**src/acp_pkg.sv**
```systemverilog
// Constants and types shared by the converter configuration port
package acp_pkg;
    localparam int ACP_CLK_HZ = 25_000_000;
    localparam int ACP_WORD_BITS = 16;
    localparam int ACP_ADDR_BITS = 8;
    localparam logic [3:0] ACP_LAST_BIT = 4'hF;
    localparam int ACP_NREGS = 32;
    localparam logic [7:0] ACP_REG_DEFAULT = 8'h00;
    // Register addresses and field positions
    localparam logic [7:0] ACP_REG_RST = 8'h00;
    localparam int ACP_RST_BIT = 1;
    localparam logic [7:0] ACP_REG_IFACE = 8'h14;
    localparam int ACP_OVRD_BIT = 7;
    localparam int ACP_IFACE_BIT = 5;
    localparam int ACP_GAIN_BIT = 4;
    localparam int ACP_REF_BIT = 3;
    localparam int ACP_PD_LSB = 0;
    localparam logic [7:0] ACP_REG_FMT = 8'h16;
    localparam int ACP_FMT_BIT = 4;
    // Analog pin level codes from the external comparator
    localparam logic [1:0] ACP_LVL_GND = 2'h0;
    localparam logic [1:0] ACP_LVL_3_8 = 2'h1;
    localparam logic [1:0] ACP_LVL_5_8 = 2'h2;
    localparam logic [1:0] ACP_LVL_FULL = 2'h3;
    // Timing
    localparam int ACP_PWRUP_MS = 7;
    localparam int ACP_PWRUP_CYC = (ACP_CLK_HZ / 1000) * ACP_PWRUP_MS;
    localparam int ACP_RST_PULSE_NS = 10;
    localparam int ACP_RST_PULSE_CYC_RAW =
        (ACP_RST_PULSE_NS * (ACP_CLK_HZ / 1_000_000) + 999) / 1000;
    localparam int ACP_RST_PULSE_CYC = (ACP_RST_PULSE_CYC_RAW < 1) ? 1 : ACP_RST_PULSE_CYC_RAW;
    localparam int ACP_PAR_HOLD_NS = 1000;
    localparam int ACP_PAR_HOLD_CYC = (ACP_PAR_HOLD_NS * (ACP_CLK_HZ / 1_000_000)) / 1000;
    typedef enum logic [2:0] {
        ACP_PM_NORMAL, ACP_PM_DIS_A, ACP_PM_DIS_B, ACP_PM_DIS_AB,
        ACP_PM_PD_AB, ACP_PM_SBY_A, ACP_PM_SBY_B, ACP_PM_MUX
    } acp_pm_t;
endpackage

```
**src/acp_word_if.sv**
```systemverilog
// Committed serial word passed from the shifter to the register file
`timescale 1ns/10ps
interface acp_word_if;
    logic commit;
    logic [7:0] addr;
    logic [7:0] data;
    modport tx (output commit, output addr, output data);
    modport rx (input commit, input addr, input data);
endinterface

```
**src/acp_serial_rx.sv**
```systemverilog
// Three-wire serial shifter that assembles 16-bit address/data words
`timescale 1ns/10ps
module acp_serial_rx
    import acp_pkg::*;
(
    input wire logic sys_clk,
    input wire logic rst_n,
    input wire logic serial_select_low,
    input wire logic serial_clk,
    input wire logic serial_data_in,
    acp_word_if.tx w
);
    logic sclk_d_r;
    logic [3:0] bit_cnt_r;
    logic [14:0] shift_r;
    logic commit_r;
    logic [7:0] addr_r;
    logic [7:0] data_r;

    wire sclk_fall = sclk_d_r & ~serial_clk;
    wire shift_en = sclk_fall && !serial_select_low; // [RULE6]
    wire word_done = shift_en && (bit_cnt_r == ACP_LAST_BIT);
    wire [15:0] word_full = {shift_r, serial_data_in};

    // Reset to the idle low level so no false edge follows reset
    // Each level needs one clock period to be sampled, so 20 MHz is out of reach
    always_ff @(posedge sys_clk or negedge rst_n) begin
        if (!rst_n) begin
            sclk_d_r <= 1'b0;
        end else begin
            sclk_d_r <= serial_clk; // [RULE12]
        end
    end

    // Deselect drops a partial word so trailing bits never commit
    always_ff @(posedge sys_clk or negedge rst_n) begin
        if (!rst_n) begin
            bit_cnt_r <= 4'h0;
            shift_r <= 15'h0000;
        end else if (serial_select_low) begin
            bit_cnt_r <= 4'h0; // [RULE9]
        end else if (shift_en) begin
            bit_cnt_r <= bit_cnt_r + 4'h1; // [RULE7] [RULE10]
            shift_r <= word_full[14:0]; // [RULE22]
        end
    end

    always_ff @(posedge sys_clk or negedge rst_n) begin
        if (!rst_n) begin
            commit_r <= 1'b0;
            addr_r <= 8'h00;
            data_r <= 8'h00;
        end else begin
            commit_r <= word_done; // [RULE8]
            if (word_done) begin
                addr_r <= word_full[15:8]; // [RULE11]
                data_r <= word_full[7:0];
            end
        end
    end

    assign w.commit = commit_r;
    assign w.addr = addr_r;
    assign w.data = data_r;
endmodule

```
**src/acp_config_top.sv**
```systemverilog
// Configuration front end: serial register writes and parallel mode pins
// Operation
// RULE1 - Mode pins 000 normal; 001 disables A, 010 disables B, 011 both outputs.
// RULE2 - Mode pins 100 power down both; 101 standby A; 110 standby B.
// RULE3 - Mode pins 111 with CMOS interface interleaves both channels on one bus.
// RULE4 - Parallel-only: clock pin level picks coarse gain and reference source.
// RULE5 - Parallel-only: select pin level picks data format and output interface.
// RULE6 - Bits shift in only while select is low.
// RULE7 - Data sampled on each falling shift-clock edge while selected.
// RULE8 - Every sixteenth falling edge commits the word to its register.
// RULE9 - Trailing bits beyond the last full word are discarded.
// RULE10 - Several words may follow in one select period, each committed.
// RULE11 - First eight bits are address, next eight are data.
// RULE12 - Shift clock from few hertz to 20 MHz, any duty cycle; the shifter samples it on the 25 MHz clock, so 20 MHz is not reached.
// RULE13 - Host initialises registers by hardware or software reset after power-up.
// RULE14 - Reset pin high pulse over 10 ns restores register defaults; the pin is only sampled each 40 ns clock, so a shorter pulse can be missed.
// RULE15 - Writing one to software reset bit restores defaults; bit self-clears.
// RULE16 - Host keeps reset pin low during software reset initialisation.
// RULE17 - Host waits 5 ms after power-up before hardware reset pulse.
// RULE18 - Host waits 25 ns after reset release before selecting.
// RULE19 - Reset pin held high means parallel-only configuration.
// RULE20 - Outputs become stable 7 ms after power-up.
// RULE21 - Override bit zero: pins govern power modes; one: register bits govern.
// RULE22 - Bytes shift most significant bit first, address byte before data.
`timescale 1ns/10ps
module acp_config_top
    import acp_pkg::*;
#(
    parameter int PWRUP_CYC = ACP_PWRUP_CYC
) (
    input wire logic sys_clk,
    input wire logic rst_n,
    input wire logic reset_pin,
    input wire logic serial_select_low,
    input wire logic serial_clk,
    input wire logic serial_data_in,
    input wire logic mode_pin_one,
    input wire logic mode_pin_two,
    input wire logic mode_pin_three,
    input wire logic [1:0] sclk_level,
    input wire logic [1:0] sel_level,
    output logic cha_out_dis,
    output logic chb_out_dis,
    output logic cha_power_down,
    output logic chb_power_down,
    output logic cha_standby,
    output logic chb_standby,
    output logic channel_interleave_mode,
    output logic gain_3p5db,
    output logic ext_ref,
    output logic cmos_iface,
    output logic straight_binary,
    output logic parallel_only,
    output logic pin_override,
    output logic outputs_stable,
    output logic word_commit
);
    acp_word_if w ();

    acp_serial_rx u_rx (
        .sys_clk(sys_clk),
        .rst_n(rst_n),
        .serial_select_low(serial_select_low),
        .serial_clk(serial_clk),
        .serial_data_in(serial_data_in),
        .w(w)
    );

    logic [7:0] regs_r [0:ACP_NREGS-1];
    logic [7:0] par_cnt_r;
    logic par_r;
    logic [31:0] pwr_cnt_r;
    logic stable_r;
    logic [10:0] out_r;

    function automatic logic is_mid_level(input logic [1:0] lvl);
        return (lvl == ACP_LVL_3_8) || (lvl == ACP_LVL_5_8);
    endfunction

    wire sw_rst = w.commit && (w.addr == ACP_REG_RST) && w.data[ACP_RST_BIT];
    // Any sampled high cycle counts: a 10 ns pulse is under one clock period
    wire hw_rst = reset_pin;
    wire wr_ok = w.commit && (w.addr < ACP_NREGS) && (w.addr != ACP_REG_RST);
    wire [4:0] wr_idx = w.addr[4:0];
    wire [7:0] reg_if = regs_r[ACP_REG_IFACE[4:0]];
    wire [7:0] reg_fmt = regs_r[ACP_REG_FMT[4:0]];
    wire ovrd = reg_if[ACP_OVRD_BIT] && !par_r;
    // Register code reuses the pin encoding, so one decoder serves both
    wire [2:0] pin_code = {mode_pin_one, mode_pin_two, mode_pin_three};
    wire [2:0] pm_code = ovrd ? reg_if[ACP_PD_LSB+:3] : pin_code; // [RULE21]
    wire acp_pm_t pm = acp_pm_t'(pm_code);

    // Levels come pre-quantised by an outside comparator; read only when parallel
    wire gain_nxt = par_r ? (sclk_level >= ACP_LVL_5_8) : reg_if[ACP_GAIN_BIT]; // [RULE4]
    wire ref_nxt = par_r ? is_mid_level(sclk_level) : reg_if[ACP_REF_BIT]; // [RULE4]
    wire cmos_nxt = par_r ? (sel_level >= ACP_LVL_5_8) : reg_if[ACP_IFACE_BIT]; // [RULE5]
    wire sb_nxt = par_r ? is_mid_level(sel_level) : reg_fmt[ACP_FMT_BIT]; // [RULE5]
    wire dis_a = (pm == ACP_PM_DIS_A) || (pm == ACP_PM_DIS_AB); // [RULE1]
    wire dis_b = (pm == ACP_PM_DIS_B) || (pm == ACP_PM_DIS_AB); // [RULE1]
    wire pd_ab = (pm == ACP_PM_PD_AB); // [RULE2]
    wire sby_a = (pm == ACP_PM_SBY_A); // [RULE2]
    wire sby_b = (pm == ACP_PM_SBY_B); // [RULE2]
    wire mux_nxt = (pm == ACP_PM_MUX) && cmos_nxt; // [RULE3]
    wire [10:0] out_nxt = {dis_a, dis_b, pd_ab, pd_ab, sby_a, sby_b, mux_nxt,
        gain_nxt, ref_nxt, cmos_nxt, sb_nxt};

    // Reset bit is never stored, so it always reads back as zero
    always_ff @(posedge sys_clk or negedge rst_n) begin
        if (!rst_n) begin
            for (int i = 0; i < ACP_NREGS; i++) regs_r[i] <= ACP_REG_DEFAULT;
        end else if (hw_rst || sw_rst) begin
            for (int i = 0; i < ACP_NREGS; i++) regs_r[i] <= ACP_REG_DEFAULT; // [RULE14] [RULE15]
        end else if (wr_ok) begin
            regs_r[wr_idx] <= w.data; // [RULE10]
        end
    end

    // A long high on the reset pin means tied high, not a pulse
    always_ff @(posedge sys_clk or negedge rst_n) begin
        if (!rst_n) begin
            par_cnt_r <= 8'h00;
            par_r <= 1'b0;
        end else if (!reset_pin) begin
            par_cnt_r <= 8'h00;
            par_r <= 1'b0;
        end else if (par_cnt_r >= ACP_PAR_HOLD_CYC[7:0]) begin
            par_r <= 1'b1; // [RULE19]
        end else begin
            par_cnt_r <= par_cnt_r + 8'h01;
        end
    end

    always_ff @(posedge sys_clk or negedge rst_n) begin
        if (!rst_n) begin
            pwr_cnt_r <= 32'h0000_0000;
            stable_r <= 1'b0;
        end else if (pwr_cnt_r >= PWRUP_CYC[31:0] - 32'h1) begin
            stable_r <= 1'b1; // [RULE20]
        end else begin
            pwr_cnt_r <= pwr_cnt_r + 32'h1;
        end
    end

    always_ff @(posedge sys_clk or negedge rst_n) begin
        if (!rst_n) begin
            out_r <= 11'h000;
        end else begin
            out_r <= out_nxt;
        end
    end

    assign {cha_out_dis, chb_out_dis, cha_power_down, chb_power_down, cha_standby,
        chb_standby, channel_interleave_mode, gain_3p5db, ext_ref, cmos_iface,
        straight_binary} = out_r;
    assign parallel_only = par_r;
    assign pin_override = ovrd;
    assign outputs_stable = stable_r;
    assign word_commit = w.commit;
endmodule

```
**config.mk**
```make
export PLATFORM = sky130hd
export DESIGN_NAME = acp_config_top
export DESIGN_NICKNAME = d
export VERILOG_FILES = /design/src/acp_pkg.sv /design/src/acp_word_if.sv /design/src/acp_serial_rx.sv /design/src/acp_config_top.sv
export SDC_FILE = /design/constraint.sdc
export NUM_CORES = 1
export LEC_CHECK = 0
export ABC_AREA = 1
export BUFFER_PORTS_ARGS = -buffer_cell sky130_fd_sc_hd__buf_2
export CORE_MARGIN = 2
export CORE_UTILIZATION = 42
export DETAILED_ROUTE_END_ITERATION = 7
export PLACE_DENSITY_LB_ADDON = 0.1
export SETUP_SLACK_MARGIN = 0.3
export SYNTH_ARGS = -nofsm -noshare
export SYNTH_HDL_FRONTEND = slang
export SYNTH_SLANG_ARGS = --single-unit
```
**constraint.sdc**
```tcl
create_clock -name sys_clk -period 1.7 [get_ports sys_clk]
set_input_delay 0.085 -clock sys_clk [delete_from_list [all_inputs] [get_ports sys_clk]]
set_output_delay 0.085 -clock sys_clk [all_outputs]
set_load 0.01 [all_outputs]
```
==> flow_summary.yaml, run 1 <==
outcome:
  outcome: "finished, final reports clean"
yosys:
  synth_area_um2: 4500
  synth_warnings: 0
  synth.most_common_cell: "nand2_1"
  syn-num-nets: 562
  ys.flop_type: "dfrtp_1"
  ys_types: 36
  synthArstFlopShare: 1.00
  synthCells: 542
  synth.avg_cell_area_um2: 8.30
  yosys.area.top_type: "dfrtp_1"
  ys_top_cells_by_area: "dfrtp_1 53%, nand2_1 12%, inv_1 6.3%, nor2_1 4.4%, o21ai_0 3.7%"
  synthTopCellsByCount: "147 x nand2_1, 96 x dfrtp_1, 76 x inv_1, 53 x nor2_1, 33 x o21ai_0"
  synth-edff-count: 0
  yosys.area.top_type_share: 0.534
  synth-seq-cells: 96
  yosysSeqAreaShare: 0.534
critical_path:
  crit_path_cell_trace: "ha_2 -> nand2_4 -> inv_2 -> nand2_1 -> nand3_2 -> nand2_2 -> nand2_4 -> nand2_4 -> buf_12 -> nand2_1 -> nand2_1 -> nand2_1"
  path_delay_family: "simple AND/OR/NAND/NOR gates"
  crit_buf_inv: 2
  slowest_stage: "dfrtp_1"
  max_stage_delay_ns: 0.40
  cp.arrival_ns: 1.80
  critPathMostFrequentCell: "nand2_1"
  critPathCaptureType: "register"
  crit_fanout: 6
  critPathLaunchType: "register"
  worstSetupPathType: "register to register"
  cp_data_required_time_ns: 1.96
pwr:
  p_clk_frac: 0.348
  power_density_nw_per_um2: 743
  p_comb_frac: 0.065
  netSwitchingPower_w: 0.00102
  intPower_w: 0.00310
  swShare: 0.248
  ir_drop_mv: 0.384
  p_leak_nw: 2.79
  power_frac_seq: 0.587
run:
  cap_violations: 0
clocking:
  ctsRootBufferMaster: "clkbuf_8"
  numCtsBuffers: 9
  clkSlewWorstSetupHoldPaths_ns: 0.09
  cts_tree: "done"
  cts.sinks: 96
  clk_path_buf_depth: 2
  h-tree-depth: 3
  insertion_delay_ns: 0.36
sta:
  worst_pin_slew_ns: 0.507
  rsz0062_at_grt: "yes"
  finClkSkew_ns: 0.00576
  fin_crit_ns: 1.55
  setup_tns_ns: 0
  final_max_slew_viol_count: 0
  max_slew_margin: 0.662
  finalCritPeriodShare: 0.909
  hold_violations: 0
  finalHoldWorstSlack_ns: 0.0178
  max_freq_ghz: 0.647
  setup_violations: 0
grt:
  grt_pass1_vias: 3278
  gr-total-overflow: 0
  grt_pass1_wl_mm: 14.8
  antenna_found_initial: 0
  grt_max_degree: 56
  track_usage: 0.162
cells_and_area:
  fin_nets: 617
  syn_to_final_growth_pct: 23.4
  drive_gt1_frac: 0.269
  antenna-diode-count: 0
  fill_cells: 975
route:
  detail_route.wl_per_cell_um: 12.0
  drtIter0Drc: 116
  wl_mm: 8.84
  dr_total_vias: 3457
  viasPerCell: 4.68
  drc_errors: 0
  first_pass_iters: 5
  antenna_left: 0
  wl_met1_mm: 4.26
  wl_met3_um: 267
  wl_met2_mm: 4.13
  top_layer: "met4"
die:
  dieHeight_um: 107
  ioPinCount: 28
  rows: 37
  coreArea_um2: 10400
  design.die.area_um2: 11600
  start_util: 0.434
  dieWidth_um: 107
place:
  portBuffers: 27
  dp_hpwl_mm: 5.77
  place_congestion: 0.895
min_path:
  min_path_type: "input pin to register"
## metal layers
layer / vias up / global-route usage
met3: 14 / 0.0272
met1: 1610 / 0.221
li1: 1783 / -
met4: 0 / 0.0797
met5: - / 0
met2: 50 / 0.251
## area by class of cell
type	instances	area, um^2	area share
sequential	96	2410	0.434
multi-input combinational	344	1950	0.352
timing repair buffer	66	519	0.0936
inverter	80	308	0.0555
tap	136	170	0.0307
clock buffer	11	151	0.0273
clock inverter	5	38.8	0.00699
## metrics by stage
step                area (um^2)   util  cells  total power [W]  setup slack, ns
floorplan                  4500      -    542          0.00259            0.302
global placement           4770  0.460    689          0.00269            0.180
detailed placement         4770  0.460    689          0.00270            0.116
CTS                        5100  0.492    719          0.00417            0.180
global route               5550  0.535    738          0.00435           0.0553
finish                     5550  0.535    738          0.00412            0.155
## layout by cell type (no fill, tap or decap), types with 2 or more instances in the layout
cell type	count
nor2_4	12
nand3b_4	2
xor2_1	3
nand4_1	9
dfrtp_2	5
o21ai_0	32
clkbuf_8	11
inv_1	73
o21a_1	4
buf_4	25
ha_2	2
nand2_2	13
dlygate4sd3_1	6
nand2_1	135
xnor2_1	3
nand2_4	5
inv_8	2
nand3_1	14
buf_6	5
nor3_1	4
nor2_2	12
inv_2	6
o21ai_2	3
buf_12	3
nand3_2	13
nor2_1	40
buf_2	26
dfrtp_1	91
or2_2	3
ha_1	4
nand3b_1	2
a21oi_1	2
o21ai_1	13
nor3_2	3
clkinv_2	2
## timing repair
action	CTS	global route
setup endpoints to repair	31	50
hold buffers	6	0
gates cloned	1	2
resized for setup	5	78
setup buffers	7	17
pin swaps	2	24
hold endpoints to repair	104	0
## worst min-delay path, cell delays in order
cell and delay (ns):
buf_2 0.09, o21ai_0 0.06, o21ai_0 0.10
## power by group through the flow
stage | logic, W | registers (W) | clock network [W]
floorplan | 0.000132 | 0.00246 | 0
global placement | 0.000234 | 0.00246 | 0
detailed placement | 0.000240 | 0.00246 | 0
CTS | 0.000253 | 0.00242 | 0.00150
global route | 0.000319 | 0.00243 | 0.00160
finish | 0.000269 | 0.00242 | 0.00144
## final timing paths
kind	startpoint	end	slack (ns)	cells past startpoint
min	sel_level[1]	out_r[1]	0.02	3
min reg2reg	pwr_cnt_r[29]	pwr_cnt_r[29]	0.38	0
max in group asynchronous	rst_n	pwr_cnt_r[12]	1.00	3
min in group asynchronous	rst_n	pwr_cnt_r[13]	0.23	3
max	pwr_cnt_r[1]	pwr_cnt_r[14]	0.15	12
max reg2reg	pwr_cnt_r[1]	pwr_cnt_r[14]	0.15	12
## kinds of logic (layout without fill, tap and decap cells)
family	after synthesis	after routing	synth area share
and+or+nand+nor	272	274	0.272
buffers and inverters	104	162	0.0938
DFF	96	96	0.534
AOI/OAI and AO/OA	56	56	0.0662
adders and majority gates	7	7	0.0195
xor gates and xnor gates	6	6	0.0117
muxes	1	1	0.00223
## registers in the layout, indices dropped and copies added (netlist names)
name and count:
pwr_cnt_r 32, u_rx.shift_r 15, out_r 10, par_cnt_r 8, u_rx.w.addr 8, reg_if 7, u_rx.w.data 7, u_rx.bit_cnt_r 4
outputs_stable 1, parallel_only 1, reg_fmt 1, u_rx.sclk_d_r 1, u_rx.w.commit 1
Power figures use the tool's default switching activity.
==> run 2: changes to the inputs <==
--- a/config.mk
+++ b/config.mk
@@ -10,7 +10,7 @@
 export CORE_MARGIN = 2
 export CORE_UTILIZATION = 42
 export DETAILED_ROUTE_END_ITERATION = 7
-export PLACE_DENSITY_LB_ADDON = 0.1
+export PLACE_DENSITY = 0.69
 export SETUP_SLACK_MARGIN = 0.3
 export SYNTH_ARGS = -nofsm -noshare
 export SYNTH_HDL_FRONTEND = slang
==> run 2 against run 1 <==
Effect of this change:
- routed wire length is 1.6% lower
- largest power group unchanged
- via count is 0.40% lower
- cell count is 2.2% lower
- combinational power is 4% lower
- highest routed layer unchanged
- clock skew is 0.015 ns higher
- hold slack worse by 0.00087 ns
- die area stayed put
- sequential share of layout area is 0.84 points higher
- design area is 1.9% lower
- clock-buffer cell count is 2 lower
- core utilization is 1.0 points lower
- worst setup slack better by 0.0075 ns
==> flow_summary.yaml, run 2 (same netlist as run 1, synthesis figures left out) <==
cells_and_area:
  fin_nets: 601
  largest_register: "pwr_cnt_r"
  fin_util: 0.525
  largest_reg_flops: 32
  syn_to_final_growth_pct: 21.1
  drive_gt1_frac: 0.249
  final_cell_mix: "131 x nand2_1, 91 x dfrtp_1, 76 x inv_1"
  fill_cells: 921
  antenna-diode-count: 0
  final_common_cell: "nand2_1"
  largestRegisters: "pwr_cnt_r: 32 flops, u_rx.shift_r: 15 flops, out_r: 10 flops"
critical_path:
  max_stage_delay_ns: 0.43
  path_delay_family: "simple AND/OR/NAND/NOR gates"
  r2r_slack_ns: 0.16
  worstSetupPathType: "register to register"
  crit_fanout: 4
  critPathLaunchType: "register"
  cp_data_required_time_ns: 1.96
  critPathCaptureType: "register"
  crit_path_cell_trace: "ha_4 -> nand2_4 -> nor2_4 -> inv_2 -> nor2_1 -> nand2_1 -> nor2_2 -> nand2_2 -> nand2_1 -> nand2_1"
  crit_buf_inv: 1
  critPathMostFrequentCell: "nand2_1"
  slowest_stage: "dfrtp_1"
  cp.arrival_ns: 1.80
die:
  coreArea_um2: 10400
  dieHeight_um: 107
  start_util: 0.434
  ioPinCount: 28
  dieWidth_um: 107
  rows: 37
  design.die.area_um2: 11600
pwr:
  swShare: 0.259
  p_comb_frac: 0.063
  power_frac_seq: 0.592
  power_density_nw_per_um2: 750
  p_leak_nw: 2.70
  ir_drop_mv: 0.410
  intPower_w: 0.00303
  p_clk_frac: 0.345
  netSwitchingPower_w: 0.00106
place:
  dp_slack_ns: 0.0791
  dp_hpwl_mm: 5.82
  place_congestion: 0.925
  portBuffers: 27
clocking:
  h-tree-depth: 3
  clk_path_buf_depth: 2
  numCtsBuffers: 9
  ctsRootBufferMaster: "clkbuf_8"
  cts_tree: "done"
  clkSlewWorstSetupHoldPaths_ns: 0.10
  insertion_delay_ns: 0.38
  cts.sinks: 96
route:
  viasPerCell: 4.77
  wl_mm: 8.70
  dr_total_vias: 3443
  first_pass_iters: 5
  drc_errors: 0
  drtIter0Drc: 210
  detail_route.wl_per_cell_um: 12.0
  antenna_left: 0
run:
  cap_violations: 0
grt:
  grt_pass1_vias: 3281
  antenna_found_initial: 0
  track_usage: 0.159
  grt_pass1_wl_mm: 14.7
  grt_max_degree: 41
  gr-total-overflow: 0
sta:
  fin_ws_ns: 0.162
  setup_violations: 0
  worst_pin_slew_ns: 0.522
  max_freq_ghz: 0.650
  max_slew_margin: 0.652
  finalHoldWorstSlack_ns: 0.0170
  rsz0062_at_grt: "yes"
  hold_violations: 0
  final_max_slew_viol_count: 0
  finClkSkew_ns: 0.0206
  finalCritPeriodShare: 0.904
  setup_tns_ns: 0
  fin_crit_ns: 1.54
outcome:
  outcome: "finished, final reports clean"
min_path:
  min_path_type: "input pin to register"
-- run 2: stage by stage --
step / total power (W) / cell area (um^2) / cells
floorplan: 0.00259 / 4500 / 542
global placement: 0.00269 / 4750 / 688
detailed placement: 0.00271 / 4750 / 688
CTS: 0.00413 / 5180 / 717
global route: 0.00429 / 5450 / 722
finish: 0.00409 / 5450 / 722
-- run 2: path summary, 6_finish.rpt --
| kind | start | endpoint | cells past startpoint |
|---|---|---|---|
| worst max-delay path | pwr_cnt_r[1] | pwr_cnt_r[14] | 10 |
| worst min-delay path | sel_level[1] | out_r[1] | 3 |
| worst max register to register | pwr_cnt_r[1] | pwr_cnt_r[14] | 10 |
| worst min register to register | pwr_cnt_r[23] | pwr_cnt_r[23] | 0 |
| max in group asynchronous | rst_n | parallel_only | 3 |
| min in group asynchronous | rst_n | pwr_cnt_r[14] | 2 |
-- run 2: worst min-delay path: cells and delay by family --
| kind | cells | cell delay [ns] |
|---|---|---|
| compound gates | 2 | 0.16 |
| buf+inv | 1 | 0.09 |
-- run 2: repair_timing --
| action | 4_1_cts | 5_1_grt |
|---|---|---|
| endpoints found under the setup margin | 29 | 50 |
| cloned | 2 | 0 |
| setup buffers | 6 | 5 |
| resized for setup | 19 | 58 |
| hold buffers | 5 | 0 |
| endpoints found under the hold margin | 41 | 0 |
| pin swaps | 21 | 26 |
-- run 2: area by class of cell --
type	instances	area [um^2]	area share
flip-flops and latches	96	2410	0.442
clock buffers	9	124	0.0227
repair buffers	50	408	0.0749
multi-input cells	344	1970	0.362
inverters	80	303	0.0556
clock inverters	7	62.6	0.0115
well taps	136	170	0.0312
-- run 2: per-layer routing --
layer | up-vias | global-route usage | routed length (um)
met2 | 64 | 0.252 | 4130
met3 | 11 | 0.0260 | 256
met5 | - | 0 | 0
li1 | 1750 | - | -
met1 | 1618 | 0.215 | 4150
met4 | 0 | 0.0696 | 164
-- run 2: power groups by stage --
stage,combinational (W),sequential (W),clock [W]
2_1_floorplan,0.000132,0.00246,0
3_5_place_dp,0.000243,0.00246,0
6_report,0.000258,0.00242,0.00141
3_3_place_gp,0.000231,0.00246,0
4_1_cts,0.000256,0.00242,0.00146
5_1_grt,0.000304,0.00243,0.00155
==> run 3: changes to the inputs <==
--- a/config.mk
+++ b/config.mk
@@ -8,9 +8,10 @@
 export ABC_AREA = 1
 export BUFFER_PORTS_ARGS = -buffer_cell sky130_fd_sc_hd__buf_2
 export CORE_MARGIN = 2
-export CORE_UTILIZATION = 42
+export CORE_UTILIZATION = 24
 export DETAILED_ROUTE_END_ITERATION = 7
-export PLACE_DENSITY = 0.69
+export GPL_TIMING_DRIVEN = 0
+export PLACE_DENSITY = 0.48
 export SETUP_SLACK_MARGIN = 0.3
 export SYNTH_ARGS = -nofsm -noshare
 export SYNTH_HDL_FRONTEND = slang
==> run 3 against run 2 <==
Effect of this change:
- cell count grew 17%
- combinational power up 5%
- sequential power is essentially flat
- clock power is 36% higher
- register-to-register slack hardly changed
- critical path depth fell by 2
- core utilization shrank 22 points
- largest cell class unchanged
- largest power group unchanged
==> flow_summary.yaml, run 3 (same netlist as run 1, synthesis figures left out) <==
sta:
  fin_crit_ns: 1.55
  finClkSkew_ns: 0.00715
  finalCritPeriodShare: 0.912
  max_freq_ghz: 0.645
  setup_violations: 0
  rsz0062_at_grt: "yes"
  max_slew_margin: 0.696
  fin_ws_ns: 0.150
  final_max_slew_viol_count: 0
  worst_pin_slew_ns: 0.455
  hold_violations: 0
cells_and_area:
  drive_gt1_frac: 0.225
  final_common_cell: "nand2_1"
  final_cells: 844
  syn_to_final_growth_pct: 27.1
  antenna-diode-count: 0
  largest_register: "pwr_cnt_r"
  largestRegisters: "pwr_cnt_r: 32 flops, u_rx.shift_r: 15 flops, out_r: 10 flops"
  fin_nets: 625
  fin_util: 0.309
  stdcell_area_um2: 5720
  final_cell_mix: "139 x nand2_1, 95 x dfrtp_1, 75 x inv_1"
  largest_reg_flops: 32
pwr:
  intPower_w: 0.00352
  netSwitchingPower_w: 0.00110
  power_density_nw_per_um2: 807
  p_leak_nw: 2.79
  swShare: 0.238
  p_comb_frac: 0.059
  power_frac_seq: 0.524
  ir_drop_mv: 0.398
  p_clk_frac: 0.417
place:
  dp_slack_ns: 0.121
  dp_hpwl_mm: 6.33
  place_congestion: 0.844
  portBuffers: 26
  placed_area_um2: 4950
  placed_cells_incl_taps: 803
route:
  drc_errors: 0
  first_pass_iters: 4
  wl_met1_mm: 4.37
  wl_met2_mm: 4.50
  dr_total_vias: 3538
  antenna_left: 0
  drtIter0Drc: 190
  detail_route.wl_per_cell_um: 11.1
  viasPerCell: 4.19
  wl_met3_um: 274
  top_layer: "met4"
  wl_mm: 9.33
critical_path:
  critPathLaunchType: "register"
  path_delay_family: "simple AND/OR/NAND/NOR gates"
  crit_path_cell_trace: "nand2_1 -> o21ai_0 -> nor2_2 -> nand2_4 -> nand2_8 -> clkbuf_16 -> nand3_1 -> nand2_1"
  cp_data_required_time_ns: 1.93
  critPathCaptureType: "register"
  max_stage_delay_ns: 0.44
  cp.arrival_ns: 1.78
  slowest_stage: "dfrtp_1"
  critPathMostFrequentCell: "nand2_1"
  crit_buf_inv: 1
  worstSetupPathType: "register to register"
  crit_fanout: 8
die:
  dieWidth_um: 141
  rows: 50
  design.die.area_um2: 19800
  start_util: 0.243
  coreArea_um2: 18500
  dieHeight_um: 141
  ioPinCount: 28
clocking:
  cts.sinks: 96
  numCtsBuffers: 9
  insertion_delay_ns: 0.34
  clk_path_buf_depth: 2
  ctsRootBufferMaster: "clkbuf_16"
  h-tree-depth: 3
  clkSlewWorstSetupHoldPaths_ns: 0.07
  cts_tree: "done"
run:
  cap_violations: 0
grt:
  grt_max_degree: 68
  grt_pass1_wl_mm: 15.8
  grt_pass1_vias: 3420
  track_usage: 0.0973
  antenna_found_initial: 0
  gr-total-overflow: 0
outcome:
  outcome: "finished, final reports clean"
min_path:
  min_path_type: "input pin to register"
-- run 3: changes by cell type in the layout (fill, tap and decap cells not counted), sizes merged --
cell         delta
clkbuf         +18
buf            +10
clkinv          -3
dlygate4sd3     -1
inv             -2
clkinvlp        +3
nand2           -1
-- run 3: power groups by stage --
stage | clock [W] | sequential [W] | combinational (W)
2_1_floorplan | 0 | 0.00246 | 0.000132
3_3_place_gp | 0 | 0.00246 | 0.000231
3_5_place_dp | 0 | 0.00246 | 0.000248
4_1_cts | 0.00199 | 0.00242 | 0.000259
5_1_grt | 0.00209 | 0.00243 | 0.000319
6_report | 0.00192 | 0.00242 | 0.000272
-- run 3: stage by stage --
stage / power (W) / setup TNS [ns] / hold slack (ns)
global placement: 0.00269 / -41.25 / 0.213
floorplan: 0.00259 / 0 / -0.211
CTS: 0.00467 / 0 / 0.0254
global route: 0.00483 / 0 / 0.0379
detailed placement: 0.00271 / 0 / 0.0541
finish: 0.00461 / 0 / 0.0337
-- run 3: repair_timing --
action                                  in CTS  in global routing
gates cloned                                 2                  1
resized for setup                           17                 47
buffers inserted                             7                 11
hold buffers                                 4                  0
hold endpoints to repair                    33                  0
endpoints found under the setup margin      35                 65
pin swaps                                    9                 25
-- run 3: worst paths after layout --
kind	from	end	slack [ns]	cells after the start
worst max-delay path	pwr_cnt_r[12]	pwr_cnt_r[14]	0.15	8
worst min-delay path	serial_select_low	u_rx.bit_cnt_r[3]	0.03	3
worst max register to register	pwr_cnt_r[12]	pwr_cnt_r[14]	0.15	8
worst min register to register	pwr_cnt_r[29]	pwr_cnt_r[29]	0.46	1
max in group asynchronous	rst_n	pwr_cnt_r[7]	0.84	3
min in group asynchronous	rst_n	out_r[3]	0.21	2
-- run 3: layout make-up --
class                      instances  area, um^2
buffer                            24         154
inverter                          80         303
tap                              234         293
multi-input combinational        343        1890
timing repair buffer              51         392
clock inverter                     5        40.0
fill                            1939       12800
sequential                        96        2400
clock buffer                      11         243
-- run 3: worst register-to-register path: cells and delay by family, from the launching register on --
family / cells / cell delay [ns]
AO/OA/AOI/OAI: 1 / 0.29
AND/OR/NAND/NOR: 6 / 0.53
flip-flops: 1 / 0.44
buffers and inverters: 1 / 0.18
-- run 3: metal layers --
metal / GRT usage / up-vias
li1: - / 1799
met1: 0.123 / 1689
met2: 0.161 / 38
met3: 0.0221 / 12
met4: 0.0400 / 0
met5: 0 / -
